<file path="src/stind_pkg.sv">
// Package of constants for the status indicator block
package stind_pkg;

  // ----------------------------------------------------------------
  // Fieldbus state codes
  // ----------------------------------------------------------------
  localparam logic [3:0] ST_INIT      = 4'h1;
  localparam logic [3:0] ST_PREOP     = 4'h2;
  localparam logic [3:0] ST_BOOTSTRAP = 4'h3;
  localparam logic [3:0] ST_SAFEOP    = 4'h4;
  localparam logic [3:0] ST_OP        = 4'h8;

  // ----------------------------------------------------------------
  // Register map (word addresses on the plain port)
  // ----------------------------------------------------------------
  localparam logic [3:0] REG_CTRL   = 4'h0;
  localparam logic [3:0] REG_STATUS = 4'h1;
  localparam logic [3:0] REG_IRQ    = 4'h2;
  localparam logic [3:0] REG_MASK   = 4'h3;

  // Control register fields
  localparam int CTRL_CLOCKED = 0;
  localparam int CTRL_WARN    = 1;
  localparam int CTRL_ERR     = 2;
  localparam logic [7:0] CTRL_RESET = 8'h00;
  localparam logic [7:0] MASK_RESET = 8'h00;

  // Interrupt status bits
  localparam int IRQ_STATE  = 0;
  localparam int IRQ_SUPPLY = 1;
  localparam int IRQ_WARN   = 2;
  localparam int IRQ_ERR    = 3;

  // ----------------------------------------------------------------
  // Blink timing, 10 MHz clock, times in ms
  // ----------------------------------------------------------------
  localparam int CLK_HZ       = 10_000_000;
  localparam int TICK_US      = 1000;
  localparam int TICK_CYC     = CLK_HZ / 1_000_000 * TICK_US;
  localparam int FLASH_ON_MS  = 200;
  localparam int FLASH_OFF_MS = 200;
  localparam int SINGLE_ON_MS = 200;
  localparam int SINGLE_PER_MS = 1200;
  localparam int FLICK_ON_MS  = 50;
  localparam int FLICK_OFF_MS = 50;

endpackage

</file>
<file path="src/stind_blink.sv">
// Millisecond tick and blink pattern generator
`timescale 1ns/1ps
module stind_blink
  import stind_pkg::*;
#(
  parameter int TICK_CYCLES = TICK_CYC
) (
  // Clock and reset
  input  wire logic clk,
  input  wire logic rstn,
  // Patterns
  output logic      flash,
  output logic      single,
  output logic      flicker
);

  logic [15:0] div;
  logic        tick;
  logic [10:0] ms;
  logic [7:0]  fl_cnt;
  logic [6:0]  fk_cnt;

  // ----------------------------------------------------------------
  // Tick divider
  // ----------------------------------------------------------------
  always_ff @(posedge clk) begin
    if (!rstn || div == 16'(TICK_CYCLES - 1)) begin
      div <= 16'h0000;
    end else begin
      div <= div + 16'h0001;
    end
  end

  always_ff @(posedge clk) begin
    tick <= rstn && div == 16'(TICK_CYCLES - 1);
  end

  // ----------------------------------------------------------------
  // Pattern counters
  // ----------------------------------------------------------------
  always_ff @(posedge clk) begin
    if (!rstn) begin
      ms      <= 11'h000;
      fl_cnt  <= 8'h00;
      fk_cnt  <= 7'h00;
      flash   <= 1'b0;
      single  <= 1'b0;
      flicker <= 1'b0;
    end else if (tick) begin
      ms <= (ms == 11'(SINGLE_PER_MS - 1)) ? 11'h000 : ms + 11'h001;
      single <= ms < 11'(SINGLE_ON_MS - 1) ||
                ms == 11'(SINGLE_PER_MS - 1);
      if (fl_cnt == 8'((flash ? FLASH_ON_MS : FLASH_OFF_MS) - 1)) begin
        fl_cnt <= 8'h00;
        flash  <= ~flash;
      end else begin
        fl_cnt <= fl_cnt + 8'h01;
      end
      if (fk_cnt == 7'((flicker ? FLICK_ON_MS : FLICK_OFF_MS) - 1)) begin
        fk_cnt  <= 7'h00;
        flicker <= ~flicker;
      end else begin
        fk_cnt <= fk_cnt + 7'h01;
      end
    end
  end

endmodule // stind_blink

</file>
<file path="src/stind_top.sv">
// Front-panel status indicators and channel pin sharing
//
// Behaviour
// - Run lamp: off INIT, flash PREOP, single SAFEOP, on OP, flicker BOOT.
// - In SAFEOP all data and clock pins hold their safe low level.
// - Supply lamp lit only while internal supply is reported good.
// - Each channel's activity lamp lit in OP while its data output is active.
// - Channel two pin is clock one when clocked protocol, else data two.
// - Channel four pin is clock two when clocked protocol, else data four.
`timescale 1ns/1ps
module stind_top
  import stind_pkg::*;
(
  // Clock and reset
  input  wire logic       clk,
  input  wire logic       rstn,
  // Fieldbus state, supply, warning and error inputs
  input  wire logic [3:0] bus_state,
  input  wire logic       supply_ok,
  input  wire logic       warn_in,
  input  wire logic       err_in,
  // Protocol encoder outputs
  input  wire logic [3:0] enc_data,
  input  wire logic [3:0] enc_active,
  input  wire logic [1:0] enc_clk,
  // Register port
  input  wire logic [3:0] addr,
  input  wire logic [7:0] wdata,
  input  wire logic       wr,
  input  wire logic       rd,
  output logic      [7:0] rdata,
  output logic            irq,
  // Channel pins
  output logic      [3:0] ch_pin,
  // Indicator lamps
  output logic            led_run,
  output logic            led_supply,
  output logic            led_warn,
  output logic            led_err,
  output logic      [3:0] led_act
);

  logic [7:0] ctrl;
  logic [7:0] mask;
  logic [3:0] irq_stat;
  logic [3:0] next_irq_stat;
  logic [3:0] ev;
  logic [3:0] prev_state;
  logic       prev_supply;
  logic       prev_warn;
  logic       prev_err;
  logic       flash;
  logic       single;
  logic       flicker;
  logic       safe;
  logic       clocked;
  logic       warn;
  logic       err;

  function automatic logic run_lamp(input logic [3:0] st,
                                    input logic fl, input logic sg,
                                    input logic fk);
    case (st)
      ST_PREOP:     run_lamp = fl;
      ST_SAFEOP:    run_lamp = sg;
      ST_OP:        run_lamp = 1'b1;
      ST_BOOTSTRAP: run_lamp = fk;
      default:      run_lamp = 1'b0;
    endcase
  endfunction

  stind_blink u_blink (
    .clk     (clk),
    .rstn    (rstn),
    .flash   (flash),
    .single  (single),
    .flicker (flicker)
  );

  assign safe    = bus_state != ST_OP;
  assign clocked = ctrl[CTRL_CLOCKED];
  assign warn    = warn_in | ctrl[CTRL_WARN];
  assign err     = err_in | ctrl[CTRL_ERR];

  // ----------------------------------------------------------------
  // Register port
  // ----------------------------------------------------------------
  always_ff @(posedge clk) begin
    if (!rstn) begin
      ctrl <= CTRL_RESET;
      mask <= MASK_RESET;
    end else if (wr) begin
      if (addr == REG_CTRL) begin
        ctrl <= wdata;
      end
      if (addr == REG_MASK) begin
        mask <= wdata;
      end
    end
  end

  always_ff @(posedge clk) begin
    if (!rstn) begin
      rdata <= 8'h00;
    end else if (rd) begin
      case (addr)
        REG_CTRL:   rdata <= ctrl;
        REG_STATUS: rdata <= {supply_ok, err, warn, 1'b0, bus_state};
        REG_IRQ:    rdata <= {4'h0, irq_stat};
        REG_MASK:   rdata <= mask;
        default:    rdata <= 8'h00;
      endcase
    end else begin
      rdata <= 8'h00;
    end
  end

  // ----------------------------------------------------------------
  // Interrupts: set wins over clear on read
  // ----------------------------------------------------------------
  always_ff @(posedge clk) begin
    if (!rstn) begin
      prev_state  <= ST_INIT;
      prev_supply <= 1'b0;
      prev_warn   <= 1'b0;
      prev_err    <= 1'b0;
    end else begin
      prev_state  <= bus_state;
      prev_supply <= supply_ok;
      prev_warn   <= warn;
      prev_err    <= err;
    end
  end

  always_comb begin
    ev = 4'h0;
    ev[IRQ_STATE]  = bus_state != prev_state;
    ev[IRQ_SUPPLY] = supply_ok != prev_supply;
    ev[IRQ_WARN]   = warn & ~prev_warn;
    ev[IRQ_ERR]    = err & ~prev_err;
    next_irq_stat = irq_stat;
    if (rd && addr == REG_IRQ) begin
      next_irq_stat = 4'h0;
    end
    next_irq_stat = next_irq_stat | ev;
  end

  always_ff @(posedge clk) begin
    if (!rstn) begin
      irq_stat <= 4'h0;
      irq      <= 1'b0;
    end else begin
      irq_stat <= next_irq_stat;
      irq      <= |(next_irq_stat & mask[3:0]);
    end
  end

  // ----------------------------------------------------------------
  // Channel pins
  // ----------------------------------------------------------------
  always_ff @(posedge clk) begin
    if (!rstn || safe) begin
      ch_pin <= 4'h0;
    end else begin
      ch_pin[0] <= enc_data[0];
      ch_pin[2] <= enc_data[2];
      ch_pin[1] <= clocked ? enc_clk[0] : enc_data[1];
      ch_pin[3] <= clocked ? enc_clk[1] : enc_data[3];
    end
  end

  // ----------------------------------------------------------------
  // Lamps
  // ----------------------------------------------------------------
  always_ff @(posedge clk) begin
    if (!rstn) begin
      led_run    <= 1'b0;
      led_supply <= 1'b0;
      led_warn   <= 1'b0;
      led_err    <= 1'b0;
      led_act    <= 4'h0;
    end else begin
      led_run    <= run_lamp(bus_state, flash, single, flicker);
      led_supply <= supply_ok;
      led_warn   <= warn;
      led_err    <= err;
      // Activity lamps follow enc_active in OP, clock-carrying pins included
      led_act    <= safe ? 4'h0 : enc_active;
    end
  end

endmodule // stind_top

</file>
<file path="config.mk">
export PLATFORM = sky130hd
export DESIGN_NAME = stind_top
export DESIGN_NICKNAME = d
export VERILOG_FILES = /design/src/stind_pkg.sv /design/src/stind_blink.sv /design/src/stind_top.sv
export SDC_FILE = /design/constraint.sdc
export NUM_CORES = 1
export LEC_CHECK = 0
export BUFFER_PORTS_ARGS = -buffer_cell sky130_fd_sc_hd__buf_2
export CAP_MARGIN = 25
export CORE_ASPECT_RATIO = 0.8
export CORE_MARGIN = 5
export CORE_UTILIZATION = 56
export CTS_CLUSTER_SIZE = 28
export DETAILED_ROUTE_END_ITERATION = 12
export PLACE_DENSITY = 0.86
export SLEW_MARGIN = 25
export SYNTH_ARGS = -nofsm -noshare
export SYNTH_HDL_FRONTEND = slang
export SYNTH_SLANG_ARGS = --single-unit
</file>
<file path="constraint.sdc">
create_clock -name clk -period 1.9 [get_ports clk]
set_input_delay 0.095 -clock clk [delete_from_list [all_inputs] [get_ports clk]]
set_output_delay 0.095 -clock clk [all_outputs]
set_load 0.02 [all_outputs]
</file>
==> flow_summary.yaml <==
timing:
  fmaxAchievable_mhz: 557
  setup-tns-final_ns: 0
  setup_violations: 0
  worst-slew-pin-transition_ns: 0.715
  fin_worst_skew_ns: 0.00891
  hold_violations: 0
  slew-limit-headroom_pct: 51.9
  timing_max_transition_violations_final: 0
  timing.final.crit_share_pct: 94.4
  fin_ws_ns: 0.106
  rsz0062_at_grt: "false"
  final_period_minus_worst_setup_slack_ns: 1.79
floorplan:
  die_height_um: 82.9
  core_area_um2: 6410
  floorplan.die.width_um: 101
  floorplan.die_area_um2: 8390
  pin_count: 54
  initial_core_util_pct: 58.1
  fp-row-count: 26
drt:
  antenna_left: 0
  drc_errors: 0
  detailedRoute.firstPassIterationCount: 4
  post_drt_via_cell_ratio: 5.40
  detailroute.via_count: 3059
  detail_route.wirelength_mm: 8.36
  drt_iter0_drc: 178
  routedWlPerCell_um: 14.7
clock_tree:
  cts_max_path_buffers: 2
  clock_latency_ns: 0.36
  post_cts.repair.setup_buffers: 0
  ctsHtreeMaxLevel: 3
  clock_tree.root_cell: "clkbuf_8"
  numCtsBuffers: 9
  clkTransAtPathRegs_ns: 0.09
  clock_tree_from_tritoncts: "done"
  clock_sink_count: 91
setup_path:
  worstPathArrival_ns: 2.04
  cp.required_ns: 2.15
  crit_type: "reg -> reg"
  path_max_fanout: 14
  worstSetupEndpointType: "register"
  crit_path_start_kind: "register"
run_status:
  status: "finished, final reports clean"
cells_and_area:
  count_of_antenna_diodes_in_the_layout: 0
  instances_no_fill: 567
  post_route_cell_area_um2: 4560
  areaGrowthSynthToFinish_pct: 22.5
  layout-drive-gt1-share_pct: 18.0
  num-fill-cells: 440
  final_net_count: 516
global_routing:
  number_of_antenna_violations_at_the_first_check_in_global_routing: 0
  grt_pass1_wl_mm: 13.9
  largest_net_degree_at_the_start_of_global_routing: 20
  globalRoute.totalOverflow: 0
  grt_usage_pct: 20.4
  via_count_of_the_first_global_routing_pass: 3024
placement:
  detailedPlace.worstSlack_ns: 0.101
  placement.io_buffers: 53
  dp_hpwl_mm: 5.37
  dp.cells: 532
  placer_congestion_estimate: 0.818
  place_area_um2: 4110
logic_synthesis:
  postSynthNetCount: 436
  syn-cell-area_um2: 3720
  netlist_instances: 398
  yosys_warnings: 0
  synth.ff_latch_count: 91
  avgSynthCellArea_um2: 9.35
  ys_types: 45
  synth-main-ff-cell: "dfxtp_1"
  yosysSeqAreaShare_pct: 49.0
  synth_edf_count: 0
  synth_async_sr_flop_share_pct: 0
power:
  power.ir.vdd_worst_v: 0.000414
  power.leakage_nw: 1.91
  power_density_nw_per_um2: 832
hold_path:
  holdCritPathClass: "in -> reg"
job:
  drv_cap: 0
## worst paths after layout
| path | start | end | slack [ns] | depth (start not counted) |
|---|---|---|---|---|
| setup / recovery | u_blink.div[11] | u_blink.div[12] | 0.11 | 4 |
| setup reg to reg | u_blink.div[11] | u_blink.div[12] | 0.11 | 4 |
| hold reg to reg | u_blink.div[0] | u_blink.div[0] | 0.46 | 1 |
| hold / removal | wdata[1] | ctrl[1] | 0.008 | 3 |
## synth_stat cells, types with 5 or more instances
library cell	instances	area share, %
nor2_1	95	9.6
dfxtp_1	91	49
mux2i_1	28	7.5
xnor2_1	26	6.1
nand2_1	20	2.0
xor2_1	16	3.8
nand4_1	13	2.2
clkbuf_1	11	1.1
and2_1	10	1.7
nand3_1	10	1.3
inv_1	6	0.61
a21oi_1	5	0.67
a31oi_1	5	0.84
ha_1	5	1.7
nor4_1	5	0.84
## critical path, stage by stage, from the launching register on
cell	delay (ns)
dfxtp_1	0.34
or4b_1	0.53
or4_4	0.58
nand2_4	0.17
nor2_1	0.07
## cells by family after synthesis
logic type               count (synthesis)  share of synthesized area (%)
XOR/XNOR                                42                           9.89
adder cells (fa/ha/maj)                  5                           1.68
buffers and inverters                   20                           2.22
AO/OA/AOI/OAI                           29                           5.41
AND/OR/NAND/NOR                        182                           23.7
flip-flops                              91                           49.0
multiplexers                            29                           8.14
## per-stage QoR
step	hold slack [ns]	util (%)	power [mW]
finish	0.00833	71.1	3.79
global route	0.00888	71.1	3.94
CTS	0.00508	71.1	3.82
detailed placement	0.305	64.2	2.19
global placement	0.296	64.2	2.19
floorplan	0.198	-	2.11
## placed cells by master (no fill, tap or decap), types with 2 or more instances in the layout
cell type      instances
nor2_1                95
buf_2                 53
nor4_1                 5
or3_1                  3
inv_1                  6
nand2_1               20
ha_1                   5
buf_4                 11
nor3_1                 3
and4_1                 2
inv_6                  3
a31oi_1                5
nand3_1               10
clkbuf_8              10
o22a_1                 3
o31ai_1                3
xnor2_1               26
and2_1                10
o21a_1                 3
nand4_1               13
or4_1                  3
and3_1                 3
nand2b_1               3
o21ai_0                3
mux2i_1               28
dfxtp_1               91
xor2_1                16
bufinv_16              3
a21oi_1                5
dlygate4sd3_1         19
a211oi_1               3
## report_power, final
part | total, mW | internal [mW] | switching [mW]
Clock | 1.60 | 0.923 | 0.680
Sequential | 1.95 | 1.93 | 0.0177
Combinational | 0.237 | 0.111 | 0.126
## cell type report
class	instances	area, um2	area share (%)
Clock buffer	10	138	3.02
Sequential cell	91	1820	40.0
Timing Repair Buffer	83	538	11.8
Tap cell	84	105	2.31
Multi-Input combinational cell	287	1820	39.9
Clock inverter	6	116	2.55
Inverter	6	22.5	0.494
## flip-flops by register name, summed over array words and instances, names as in the netlist
name,cells
u_blink.fk_cnt,7
led_act,4
u_blink.tick,1
led_warn,1
u_blink.div,16
prev_state,4
led_supply,1
ch_pin,4
u_blink.single,1
u_blink.fl_cnt,8
led_run,1
u_blink.flicker,1
u_blink.flash,1
led_err,1
rdata,8
irq,1
ctrl,8
u_blink.ms,11
mask,8
irq_stat,4
## metal layers
| metal | vias up | global-route usage (%) | part of all wire (%) |
|---|---|---|---|
| li1 | 1522 | - | - |
| met1 | 1419 | 25.5 | 42 |
| met2 | 101 | 34.1 | 50 |
| met3 | 17 | 6.37 | 6.4 |
| met4 | 0 | 4.83 | 1.8 |
| met5 | - | 0 | 0 |
## repair_timing
item | CTS | global route
hold endpoints to repair | 20 | 0
hold buffers | 19 | 0
resized for setup | 0 | 0
Note: power is estimated with default switching activity, not from simulation.
